[config.mk]
export PLATFORM = sky130hd
export DESIGN_NAME = idd_decoder
export DESIGN_NICKNAME = d
export VERILOG_FILES = /design/src/rtl/idd_pkg.sv /design/src/rtl/idd_decoder.sv
export VERILOG_INCLUDE_DIRS = /design/src /design/src/rtl
export SDC_FILE = /design/constraint.sdc
export NUM_CORES = 1
export LEC_CHECK = 0
export BUFFER_PORTS_ARGS = -buffer_cell sky130_fd_sc_hd__buf_2
export CORE_ASPECT_RATIO = 0.75
export CORE_MARGIN = 4
export CORE_UTILIZATION = 53
export CTS_BUF_LIST = sky130_fd_sc_hd__clkbuf_4 sky130_fd_sc_hd__clkbuf_8
export CTS_CLUSTER_DIAMETER = 120
export DETAILED_ROUTE_END_ITERATION = 10
export PLACE_DENSITY = 0.79
export SLEW_MARGIN = 20
export SYNTH_ARGS = -nofsm -noshare
export SYNTH_HDL_FRONTEND = slang
export SYNTH_SLANG_ARGS = --single-unit
[constraint.sdc]
create_clock -name clk -period 5.7 [get_ports clk]
set_input_delay 0.285 -clock clk [delete_from_list [all_inputs] [get_ports clk]]
set_output_delay 0.285 -clock clk [all_outputs]
set_load 0.05 [all_outputs]
[src/rtl/idd_map.svh]
// Opcode values, field positions, cycle counts and fixed register numbers of the decoder.
`ifndef IDD_MAP_SVH
`define IDD_MAP_SVH
`define IDD_OPC_HI 23
`define IDD_OPC_LO 16
`define IDD_EXT_MARK 8'h00
`define IDD_OPC_NOP 8'h00
`define IDD_OPC_GOTO_LIT 8'hE0
`define IDD_OPC_CALL_LIT 8'hE1
`define IDD_OPC_LOOP_LIT 8'hE2
`define IDD_OPC_REL_BRANCH 8'hE4
`define IDD_OPC_CALL_IND 8'hE5
`define IDD_OPC_GOTO_IND 8'hE6
`define IDD_OPC_TABLE_RD 8'hE8
`define IDD_OPC_TABLE_WR 8'hE9
`define IDD_OPC_RETURN 8'hEC
`define IDD_OPC_RET_INT 8'hED
`define IDD_OPC_COND_BRANCH 8'hF0
`define IDD_OPC_SKIP 8'hF4
`define IDD_CYC_ONE 2'h1
`define IDD_CYC_TWO 2'h2
`define IDD_CYC_THREE 2'h3
`define IDD_WB_REG 4'hD
`define IDD_WB_STEP 4'h2
`define IDD_SQR_BASE 4'h4
`define IDD_PF_INDEXED 4'hE
`define IDD_PF_NONE 4'hF
`define IDD_PF_SPLIT 4'h7
`define IDD_X_BASE 4'h8
`define IDD_Y_BASE 4'hA
`define IDD_INDEX_REG 4'hC
`define IDD_MCU_FLAGS_ALL 5'h1F
`define IDD_DSP_FLAGS_ALL 4'hF
`endif

[src/rtl/idd_pkg.sv]
// Types shared by the instruction decoder: classes, sizes, states and the decoded record.
package idd_pkg;
  typedef enum logic [3:0] {
    CLS_NOP = 4'h0, CLS_REGOP = 4'h1, CLS_FILE = 4'h2, CLS_BIT = 4'h3, CLS_LIT = 4'h4,
    CLS_MULACC = 4'h5, CLS_DSP = 4'h6, CLS_CTRL = 4'h7, CLS_SQR = 4'h8
  } idd_cls_e;
  typedef enum logic [1:0] {
    SZ_WORD = 2'h0, SZ_BYTE = 2'h1, SZ_DOUBLE = 2'h2, SZ_WORD_ALT = 2'h3
  } idd_size_e;
  typedef enum logic [1:0] {
    S_RUN = 2'h0, S_EXT = 2'h1, S_STALL = 2'h2
  } idd_fsm_e;
  typedef struct packed {
    logic valid;
    logic [7:0] opcode;
    idd_cls_e cls;
    idd_size_e size;
    logic [3:0] base_source_reg;
    logic [3:0] second_source_reg;
    logic [1:0] src_mode;
    logic [3:0] dest_reg;
    logic [1:0] dest_mode;
    logic dest_used;
    logic [12:0] file_addr;
    logic dest_is_file;
    logic [3:0] bit_select_field;
    logic bit_indirect;
    logic [9:0] ten_bit_literal;
    logic acc_b;
    logic [3:0] mul_a;
    logic [3:0] mul_b;
    logic [3:0] x_code;
    logic [3:0] x_reg;
    logic [3:0] x_step;
    logic [3:0] x_dest;
    logic [3:0] y_code;
    logic [3:0] y_reg;
    logic [3:0] y_step;
    logic [3:0] y_dest;
    logic wb_indirect;
    logic [3:0] accum_writeback_dest;
    logic [3:0] wb_step;
    logic shift_by_reg;
    logic [3:0] shift_amount_reg;
    logic [5:0] shift_lit;
    logic [22:0] program_address_literal;
    logic [1:0] cycles;
    logic [4:0] mcu_flags;
    logic [3:0] dsp_flags;
  } idd_dec_s;
  typedef struct packed {
    idd_fsm_e fsm;
    logic [23:0] first_word;
    logic [1:0] nop_left;
    logic fetch_hold;
    logic exec_nop;
    idd_dec_s dec;
  } idd_state_s;
endpackage

[src/rtl/idd_decoder.sv]
// Instruction decoder: splits program words into fields and sets the cycle count of each.
`timescale 1ns/1ps
`include "idd_map.svh"

module idd_decoder (
  input wire logic clk,
  input wire logic rst,
  input wire logic fetch_valid,
  input wire logic [23:0] fetch_word,
  input wire logic cond_true,
  input wire logic skip_next_two_word,
  output logic fetch_hold,
  output logic exec_nop,
  output idd_pkg::idd_dec_s dec
);

  idd_pkg::idd_state_s st_q;
  idd_pkg::idd_state_s st_d;
  idd_pkg::idd_dec_s dw;
  logic take;
  logic [7:0] opc_in;
  logic [1:0] extra;

  assign take = fetch_valid & ~st_q.fetch_hold;
  assign opc_in = fetch_word[`IDD_OPC_HI:`IDD_OPC_LO];

  // Prefetch code: 0..6 on the even base, 7..13 on the odd base, 14 indexed, 15 none.
  function automatic logic [7:0] pf_map(input logic [3:0] code, input logic [3:0] base);
    logic [3:0] idx;
    logic [3:0] reg_n;
    logic [3:0] step;
    idx = (code >= `IDD_PF_SPLIT) ? code - `IDD_PF_SPLIT : code;
    reg_n = (code >= `IDD_PF_SPLIT) ? base + 4'h1 : base;
    case (idx[2:0])
      3'h0: step = 4'h6;
      3'h1: step = 4'h4;
      3'h2: step = 4'h2;
      3'h4: step = 4'hA;
      3'h5: step = 4'hC;
      3'h6: step = 4'hE;
      default: step = 4'h0;
    endcase
    if (code == `IDD_PF_INDEXED) begin
      step = 4'h0;
    end
    if (code == `IDD_PF_NONE) begin
      reg_n = 4'h0;
      step = 4'h0;
    end
    return {reg_n, step};
  endfunction

  function automatic logic [7:0] mul_pair(input logic [2:0] code);
    case (code)
      3'h1: return {4'h4, 4'h6};
      3'h2: return {4'h4, 4'h7};
      3'h3: return {4'h5, 4'h6};
      3'h4: return {4'h5, 4'h7};
      3'h5: return {4'h6, 4'h7};
      default: return {4'h4, 4'h5};
    endcase
  endfunction

  function automatic logic two_word(input logic [7:0] opc);
    return opc == `IDD_OPC_GOTO_LIT || opc == `IDD_OPC_CALL_LIT ||
      opc == `IDD_OPC_LOOP_LIT;
  endfunction

  function automatic idd_pkg::idd_dec_s decode(input logic [23:0] w, input logic cnd,
      input logic skip2);
    idd_pkg::idd_dec_s d;
    logic [7:0] opc;
    logic [7:0] pf;
    d = '0;
    opc = w[`IDD_OPC_HI:`IDD_OPC_LO];
    d.valid = 1'b1;
    d.opcode = opc;
    d.size = idd_pkg::idd_size_e'(opc[1:0]);
    d.cycles = `IDD_CYC_ONE;
    case (opc[7:5])
      3'h1: begin
        d.cls = idd_pkg::CLS_REGOP;
        d.base_source_reg = w[15:12];
        d.dest_reg = w[11:8];
        d.dest_mode = w[7:6];
        d.second_source_reg = w[5:2];
        d.src_mode = w[1:0];
        d.dest_used = 1'b1;
        if (d.size == idd_pkg::SZ_DOUBLE) begin
          d.cycles = `IDD_CYC_TWO;
        end
      end
      3'h2: begin
        d.cls = idd_pkg::CLS_FILE;
        d.file_addr = w[12:0];
        d.dest_is_file = w[13];
        d.dest_used = 1'b1;
      end
      3'h3: begin
        d.cls = idd_pkg::CLS_BIT;
        d.bit_select_field = w[15:12];
        d.bit_indirect = w[11];
        d.base_source_reg = w[7:4];
        d.second_source_reg = w[3:0];
        d.src_mode = w[9:8];
      end
      3'h4: begin
        d.cls = idd_pkg::CLS_LIT;
        if (opc[2]) begin
          d.base_source_reg = w[15:12];
          d.dest_reg = w[11:8];
          d.ten_bit_literal = {5'h00, w[4:0]};
          d.dest_used = (w[11:8] != w[15:12]);
        end else begin
          d.base_source_reg = w[3:0];
          d.dest_reg = w[3:0];
          d.ten_bit_literal = (d.size == idd_pkg::SZ_BYTE) ? {2'h0, w[11:4]} : w[13:4];
        end
      end
      3'h5: begin
        d.acc_b = w[15];
        if (opc[4]) begin
          d.cls = idd_pkg::CLS_SQR;
          d.mul_a = `IDD_SQR_BASE + {2'h0, w[13:12]};
          d.mul_b = `IDD_SQR_BASE + {2'h0, w[13:12]};
        end else begin
          d.cls = idd_pkg::CLS_MULACC;
          {d.mul_a, d.mul_b} = mul_pair(w[14:12]);
        end
        d.x_code = w[11:8];
        pf = pf_map(w[11:8], `IDD_X_BASE);
        {d.x_reg, d.x_step} = pf;
        d.x_dest = `IDD_SQR_BASE + {2'h0, w[7:6]};
        d.y_code = w[5:2];
        pf = pf_map(w[5:2], `IDD_Y_BASE);
        {d.y_reg, d.y_step} = pf;
        d.y_dest = `IDD_SQR_BASE + {2'h0, w[1:0]};
        d.accum_writeback_dest = `IDD_WB_REG;
        d.wb_indirect = opc[0];
        d.wb_step = opc[0] ? `IDD_WB_STEP : 4'h0;
      end
      3'h6: begin
        d.cls = idd_pkg::CLS_DSP;
        d.acc_b = w[15];
        d.second_source_reg = w[14:11];
        d.src_mode = w[10:9];
        d.shift_by_reg = w[8];
        d.shift_amount_reg = w[3:0];
        d.shift_lit = w[5:0];
      end
      default: begin
        d.cls = (opc == `IDD_OPC_NOP) ? idd_pkg::CLS_NOP : idd_pkg::CLS_CTRL;
        d.size = idd_pkg::SZ_WORD;
        d.program_address_literal = {7'h00, w[15:0]};
        case (opc)
          `IDD_OPC_REL_BRANCH, `IDD_OPC_CALL_IND, `IDD_OPC_GOTO_IND, `IDD_OPC_TABLE_RD,
          `IDD_OPC_TABLE_WR: begin
            d.cycles = `IDD_CYC_TWO;
          end
          `IDD_OPC_RETURN, `IDD_OPC_RET_INT: begin
            d.cycles = `IDD_CYC_THREE;
          end
          `IDD_OPC_COND_BRANCH: begin
            d.cycles = cnd ? `IDD_CYC_TWO : `IDD_CYC_ONE;
          end
          `IDD_OPC_SKIP: begin
            if (cnd) begin
              d.cycles = skip2 ? `IDD_CYC_THREE : `IDD_CYC_TWO;
            end
          end
          default: begin
            d.cycles = `IDD_CYC_ONE;
          end
        endcase
      end
    endcase
    case (d.cls)
      idd_pkg::CLS_MULACC, idd_pkg::CLS_SQR, idd_pkg::CLS_DSP: begin
        d.dsp_flags = `IDD_DSP_FLAGS_ALL;
      end
      idd_pkg::CLS_REGOP, idd_pkg::CLS_FILE, idd_pkg::CLS_BIT, idd_pkg::CLS_LIT: begin
        d.mcu_flags = `IDD_MCU_FLAGS_ALL;
      end
      default: d.mcu_flags = 5'h00;
    endcase
    return d;
  endfunction

  always_comb begin
    st_d = st_q;
    st_d.dec.valid = 1'b0;
    st_d.exec_nop = 1'b0;
    dw = decode(fetch_word, cond_true, skip_next_two_word);
    extra = dw.cycles - 2'h1;
    case (st_q.fsm)
      idd_pkg::S_RUN, idd_pkg::S_EXT: begin
        if (take) begin
          if (st_q.fsm == idd_pkg::S_EXT && opc_in == `IDD_EXT_MARK) begin
            dw = decode(st_q.first_word, 1'b0, 1'b0);
            dw.program_address_literal = {fetch_word[6:0], st_q.first_word[15:0]};
            dw.cycles = `IDD_CYC_TWO;
            extra = 2'h0;
            st_d.dec = dw;
            st_d.fsm = idd_pkg::S_RUN;
          end else if (two_word(opc_in)) begin
            st_d.first_word = fetch_word;
            st_d.fsm = idd_pkg::S_EXT;
            st_d.exec_nop = 1'b1;
            extra = 2'h0;
          end else begin
            st_d.dec = dw;
            st_d.fsm = idd_pkg::S_RUN;
          end
          if (extra != 2'h0) begin
            st_d.fsm = idd_pkg::S_STALL;
            st_d.nop_left = extra;
          end
        end
      end
      idd_pkg::S_STALL: begin
        st_d.exec_nop = 1'b1;
        st_d.nop_left = st_q.nop_left - 2'h1;
        if (st_q.nop_left == 2'h1) begin
          st_d.fsm = idd_pkg::S_RUN;
        end
      end
      default: begin
        st_d.fsm = idd_pkg::S_RUN;
      end
    endcase
    st_d.fetch_hold = (st_d.fsm == idd_pkg::S_STALL);
  end

  always_ff @(posedge clk or posedge rst) begin
    if (rst) begin
      st_q <= '0;
    end else begin
      st_q <= st_d;
    end
  end

  assign fetch_hold = st_q.fetch_hold;
  assign exec_nop = st_q.exec_nop;
  assign dec = st_q.dec;
endmodule // idd_decoder

==> results.md, run 1 <==
- GR Overflow Total: 0
- H-Tree Depth: 4
- Layout area overhead: 0.989%
- Max-slew headroom: approximately 30%
- Largest family of logic cells by synthesized area: compound AO/OA/AOI/OAI gates
- 1st-iter DRT viols: ~1.1k
- Initial Util: between 50% and 60%
- Final setup vio count: 0
- WL/cell: about 22 µm
- Worst EP required: about 6000 ps
- Routability cong.: approximately 1
- Final core occ: 55.4%
- Area share of the largest cell type after synthesis: between 30 and 40%
- Largest net degree at the start of global routing: between 100 and 150
- Post-synth top cells: nor2_1 (167), buf_4 (159), dfrtp_1 (154)
- Mux cell area share after synthesis: 2.76%
- Syn Inst Count: about 1.2k
- CP max stage cell: nor2b_2
- Setup Fix Bufs, Post-CTS: 0
- Reg2reg end: dec[114]
- RR Startpoint: fetch_hold
- Period utilization: between 50% and 60%
- Dpl hpwl: between 20 and 25 mm
- Crit path cell chain: buf_2 > inv_1 > ha_1 > or4b_4 > or3_1 > nor2b_2 > o221ai_1 > a31oi_1
- Minimum clock period: between 3000 and 4000 ps
- Status: finished, violations left
- Ys flop type: dfrtp_1
- # rows: 42
- Yosys reg bits: around 150
- Via count: ~8.4k
- Max VDD drop: 0.400 mV
- Cell with the most instances after synthesis: nor2_1
- Synth Area in Simple Gates: around 17%
- Crit Path Class: input port to flip-flop
- Critical Path Fanout Max: 22
- Vias per Instance: around 6
- Die H: 126 µm
- # hold bufs at CTS: 0
- CP Capture Type: flip-flop
- Static leakage: ~4.6 nW
- Fmax: between 300 and 400 MHz
- Setup WS post-layout: 2650 ps
- First-pass DRT Iterations: 6
- GRT Resource Usage Total: between 20% and 30%
- TritonCTS buffer count: 17
- Syn Std Cell Area: roughly 0.0099 mm²
- Post-Route Setup TNS: 0 ps
- Post-route ant nets: 0
- CTS tree: yes
- Power Dens Cells: 573 mW/mm²
- EDFF count, synth: 0
- Hold Crit Class: input port to asynchronous set/reset pin
- PnR Total Power: about 5.7 mW
- Initial antenna violation count: 1
- Dpl ws: ~2200 ps
- Diode count: 0
- Fin nets: 1148
- Clock sinks: approximately 150
- Clock Pin Slew Worst Setup and Hold Paths: approximately 90 ps
- Synth warn: 0
- CTS max path bufs: 2
- Leading cell types by total area after synthesis: dfrtp_1 (39%), buf_4 (12%), nor2_1 (6.4%)
- RSZ-0062 raised after global routing: no
- Avg Cell Area, Syn: 8.56 µm²
- Post-Synth Adder-Cell Area: between 1.5 and 2%
- Critical path launch point type: input port
- Least-Margin Pin Slew: roughly 1100 ps
- Failing checks: hold timing
- Vias in the first global route: approximately 7.5k
- Hold Slack: -32.7 ps
- Clock Skews: ~18 ps
- Final-report max-slew violation count: 0
- Yosys cell types: 72
- CP peak stage delay: just over 900 ps
- Core Region: 0.0180 mm²
- Width of the chip: roughly 170 µm
- Later-pin clock latency in the skew report: around 480 ps
- Max_cap viols: 0
- Async S/R FF share, synth: 100%
- Port Buffers: 173
- Synth Area in XOR/XNOR: between 2 and 2.5%
- Worst Path Arrival: 3430 ps
- Layout cells sized above 1: around 22%
- Fillers: 1713
- Reg2Reg Setup Slack: 2700 ps
- Drt total wl: 30.0 mm
- Fin. Hold Viols: 19
- Post-synthesis sequential area ratio: around two fifths
- PostCTS Resize Cnt: 0
- First-pass GRT wire length: 45.2 mm
- # IOs: 187
- Clock root buffer: clkbuf_8
- Cell accounting for the most synthesized area: dfrtp_1
- Number of remaining DRC errors: 0
- Reg2Reg Depth: 7
- Die area: 0.0209 mm²
- Complex-gate fraction of the synthesized area: 20.4%
## where the power goes
group / switching (mW) / internal (mW) / total (mW)
logic: 2.36 / 0.675 / 3.04
clock network: 0.445 / 0.408 / 0.853
registers: 0.338 / 1.48 / 1.82
## worst max path at each step
stage                   startpoint  endpoint  cells after the start  slack (ps)
floorplan                      rst  dec[100]                      1        1270
global placement    fetch_word[22]   dec[86]                      8        2300
detailed placement  fetch_word[22]   dec[86]                      8        2210
CTS                 fetch_word[22]   dec[86]                      8        2710
global route            fetch_hold   dec[37]                      7        2430
finish              fetch_word[22]   dec[86]                      8        2650
## kinds of logic after synthesis
logic type               after synthesis
adder cells (fa/ha/maj)               13
flip-flops                           154
other                                  1
multiplexers                          25
buffers and inverters                281
AO/OA/AOI/OAI                        298
AND/OR/NAND/NOR                      357
XOR/XNOR                              24
## registers in the layout, summed over array words and instances, names as in the netlist
name,cells
exec_nop,1
dec,124
st_q,28
fetch_hold,1
## per-layer routing
metal / part of all wire (%) / vias up / track usage [%]
met5: 0.043 / - / 0
met4: 2.0 / 2 / 8.00
met3: 12 / 62 / 6.66
met2: 43 / 535 / 39.6
met1: 43 / 4038 / 43.2
li1: - / 3780 / -
## worst max-delay path, delay by kind of cell
kind / cells / cell delay (ps)
adder cells (fa/ha/maj): 1 / 160
buffers and inverters: 2 / 440
AO/OA/AOI/OAI: 2 / 530
AND/OR/NAND/NOR: 3 / 2000
## placed cells by master, fill, tap and decap left out, types with 11 or more instances in the layout
cell type,count
nand2_1,92
nor3_1,14
conb_1,13
nor2_1,167
inv_1,18
a221oi_1,64
xnor2_1,14
o21ai_0,72
a22oi_1,21
a22o_1,11
buf_2,173
a31oi_1,19
a21oi_1,58
clkbuf_8,18
mux2_2,18
dfrtp_1,154
ha_1,13
## cell type report
cell class	count	area (µm²)	area share [%]
inverter	20	80.1	0.804
sequential	154	3850	38.7
timing repair buffer	183	941	9.44
tap	242	303	3.04
clock inverter	13	143	1.43
clock buffer	19	255	2.56
multi-input combinational	730	4390	44.0
## metrics by stage
| step | cells | instance area, µm² |
|---|---|---|
| 6_report | 1361 | 9960 |
| 4_1_cts | 1361 | 9960 |
| 3_5_place_dp | 1329 | 9570 |
| 2_1_floorplan | 1165 | 9910 |
| 5_1_grt | 1361 | 9960 |
| 3_3_place_gp | 1329 | 9560 |
Note: power is estimated with default switching activity, not from simulation.
==> inputs of run 2 (changes only) <==
ABC_AREA = 1   (was not set)
PLACE_DENSITY = 0.82   (was 0.79)
clock period = 2.6 ns   (was 5.7 ns; I/O delays follow)
==> run 2 against run 1 <==
Worst hold slack improved by 67 ps. The flow now finishes without violations. Largest power group unchanged. Cell count up 18%. Sequential power grew 130%. Synthesized area up 2.2%. Total power rose by 140%. Clock power grew 97%. Sequential cell count unchanged. Critical path depth is the same. Largest cell class unchanged. Via count grew 8.9%.
==> results.md, run 2 <==
- TritonCTS buffer count: 17 (unchanged)
- Syn Inst Count: 1333 (was 1153)
- Fin. Hold Viols: 0 (was 19)
- 1st-iter DRT viols: 958 (was 1070)
- Crit Path Class: flip-flop to flip-flop (was input port to flip-flop)
- Ys flop type: dfrtp_1 (unchanged)
- First-pass DRT Iterations: 5 (was 6)
- Diode count: 0 (unchanged)
- Max reg flops: 124 (unchanged)
- Least-Margin Pin Slew: 628 ps (was 1050 ps)
- Number of remaining DRC errors: 0 (unchanged)
- Period utilization: about four fifths
- # IOs: 187 (unchanged)
- Largest net degree at the start of global routing: 105 (was 101)
- Post-synthesis sequential area ratio: 38.2% (was 39.1%)
- Critical Path Fanout Max: 82 (was 22)
- H-Tree Depth: 4 (unchanged)
- Highest-count cells in the layout ignoring fill and taps: nand2_1 (339), buf_2 (173), dfrtp_1 (154) (was buf_2 (173), nor2_1 (167), dfrtp_1 (154))
- Met2 GRT Util: 43.9% (was 39.6%)
- Critical path launch point type: flip-flop (was input port)
- Vias in the first global route: 8693 (was 7542)
- Max-slew headroom: 57.9% (was 29.5%)
- Post-route ant nets: 0 (unchanged)
- Hold Slack: 34.3 ps (was -32.7 ps)
- Clock Power Share: 12.5% (was 14.9%)
- Drt total wl: 32.4 mm (was 30.0 mm)
- Max VDD drop: 1.10 mV (was 0.400 mV)
- Minimum clock period: 2130 ps
- Hold Crit Class: input port to flip-flop (was input port to asynchronous set/reset pin)
- Clock Pin Slew Worst Setup and Hold Paths: 80 ps (was 90 ps)
- # hold bufs at CTS: 8 (was 0)
- Cell with the most instances after synthesis: nand2_1 (was nor2_1)
- Die H: 127 µm (was 126 µm)
- RSZ-0062 raised after global routing: no (unchanged)
- Synth warn: 0 (unchanged)
- Vias per Instance: 5.73 (was 6.18)
- Core Region: 0.0186 mm² (was 0.0180 mm²)
- Syn Std Cell Area: 0.0101 mm² (was 0.00987 mm²)
- GR Overflow Total: 0 (unchanged)
- Sw frac: 56.8% (was 55.1%)
- Initial antenna violation count: 1 (unchanged)
- Avg Cell Area, Syn: 7.57 µm² (was 8.56 µm²)
- CTS tree: yes (unchanged)
- Static leakage: 5.06 nW (was 4.56 nW)
- Routability cong.: 1.02 (was 0.973)
- CP Capture Type: flip-flop (unchanged)
- Yosys cell types: 46 (was 72)
- Max_cap viols: 0 (unchanged)
- Setup Fix Bufs, Post-CTS: 0 (unchanged)
- Port Buffers: 173 (unchanged)
- Layout area overhead: 2.64% (was 0.989%)
- Flop pwr share: 30.8% (was 31.8%)
- GRT Resource Usage Total: 30.4% (was 28.2%)
- Via count: 9170 (was 8417)
- WL/cell: 20.3 µm (was 22.1 µm)
- Area share of the largest cell type after synthesis: 38.2% (was 39.1%)
- Yosys reg bits: 154 (unchanged)
- Post-synth top cells: nand2_1 (339), buf_4 (166), dfrtp_1 (154) (was nor2_1 (167), buf_4 (159), dfrtp_1 (154))
- Fin nets: 1384 (was 1148)
- Initial Util: 54.2% (was 54.9%)
- GRT Max-Usage Layer: met2 (was met1)
- Later-pin clock latency in the skew report: 470 ps (was 480 ps)
- Fmax: between 400 and 500 MHz
- Dpl hpwl: 24.0 mm (was 20.6 mm)
- PostCTS Resize Cnt: 0 (unchanged)
- Clock Skews: 13.0 ps (was 18.2 ps)
- Clock sinks: 154 (unchanged)
- CTS max path bufs: 2 (unchanged)
- Combinational power share: 56.8% (was 53.2%)
- Final core occ: 55.6% (was 55.4%)
- Post-Route Setup TNS: 0 ps (unchanged)
- Met1 usage: 43.5% (was 43.2%)
- Status: finished clean (was finished, violations left)
- NetSw: 7.62 mW (was 3.14 mW)
- EDFF count, synth: 0 (unchanged)
- # rows: 43 (was 42)
- Leading cell types by total area after synthesis: dfrtp_1 (38%), nand2_1 (13%), buf_4 (12%) (was dfrtp_1 (39%), buf_4 (12%), nor2_1 (6.4%))
- Cell accounting for the most synthesized area: dfrtp_1 (unchanged)
- M3 GR Usage: 9.90% (was 6.66%)
- Layout cells sized above 1: 20.2% (was 22.3%)
- Clock root buffer: clkbuf_8 (unchanged)
- First-pass GRT wire length: 50.2 mm (was 45.2 mm)
- PnR Total Power: 13.4 mW (was 5.70 mW)
- Die area: 0.0213 mm² (was 0.0209 mm²)
- Internal power: 5.81 mW (was 2.56 mW)
- Power Dens Cells: 1300 mW/mm² (was 573 mW/mm²)
- Final-report max-slew violation count: 0 (unchanged)
- Width of the chip: 167 µm (was 166 µm)
- Worst EP required: 2990 ps (was 6080 ps)
- Worst Path Arrival: 2510 ps (was 3430 ps)
- Final setup vio count: 0 (unchanged)
- Commonest non-fill, non-tap cell in the layout: nand2_1 (was buf_2)
- Async S/R FF share, synth: 100% (unchanged)
==> run 2: final timing paths <==
check                            endpoint  depth (start not counted)            from  slack (ps)
worst min-delay path             dec[150]                          3  fetch_word[19]          30
worst min register to register   dec[153]                          2        dec[153]         480
min in group asynchronous        dec[114]                          3             rst         200
worst max-delay path            st_q[185]                          8      fetch_hold         470
max in group asynchronous        dec[124]                          4             rst        1470
worst max register to register  st_q[185]                          8      fetch_hold         470
==> run 2: per-stage QoR <==
step,cells,area (µm²),setup WS [ps]
floorplan,1345,10100,525
global placement,1562,9930,494
detailed placement,1562,9930,478
finish,1601,10400,473
global route,1601,10400,281
CTS,1601,10400,460
==> run 2: kinds of logic after synthesis <==
kind of cell    share of synthesized area [%]
fa+ha+maj                                1.61
flops                                    38.2
compound gates                           14.5
other cells                            0.0372
buf+inv                                  19.3
simple gates                             25.3
xor+xnor                                 1.04
==> run 2: layer usage <==
| metal | routed length, µm | vias up | share of wire (%) |
|---|---|---|---|
| li1 | - | 4233 | - |
| met1 | 14000 | 4319 | 43 |
| met2 | 13600 | 557 | 42 |
| met3 | 4090 | 59 | 13 |
| met4 | 786 | 2 | 2.4 |
| met5 | 7 | - | 0.022 |
==> run 2: area by class of cell <==
class	instances	area, µm²
Fill cell	1816	8260
Multi-Input combinational cell	880	4340
Inverter	85	329
Timing Repair Buffer	204	1180
Clock buffer	21	277
Tap cell	247	309
Clock inverter	10	68.8
Sequential cell	154	3850
==> run 2: worst max-delay path: stages, from the launching register on <==
cell	delay, ps
dfrtp_1	390
nor2_2	310
nand2_1	210
nor2_4	230
buf_12	320
nand2_1	140
o21ai_2	220
inv_2	80
a21oi_1	140
==> run 2: power groups by stage <==
stage / combinational (mW) / clock (mW) / sequential [mW]
after floorplan: 7.48 / 0 / 3.97
after global placement: 7.53 / 0 / 4.14
after detailed placement: 7.61 / 0 / 4.16
after CTS: 7.64 / 1.71 / 4.12
after global routing: 8.10 / 1.81 / 4.26
final: 7.62 / 1.68 / 4.13
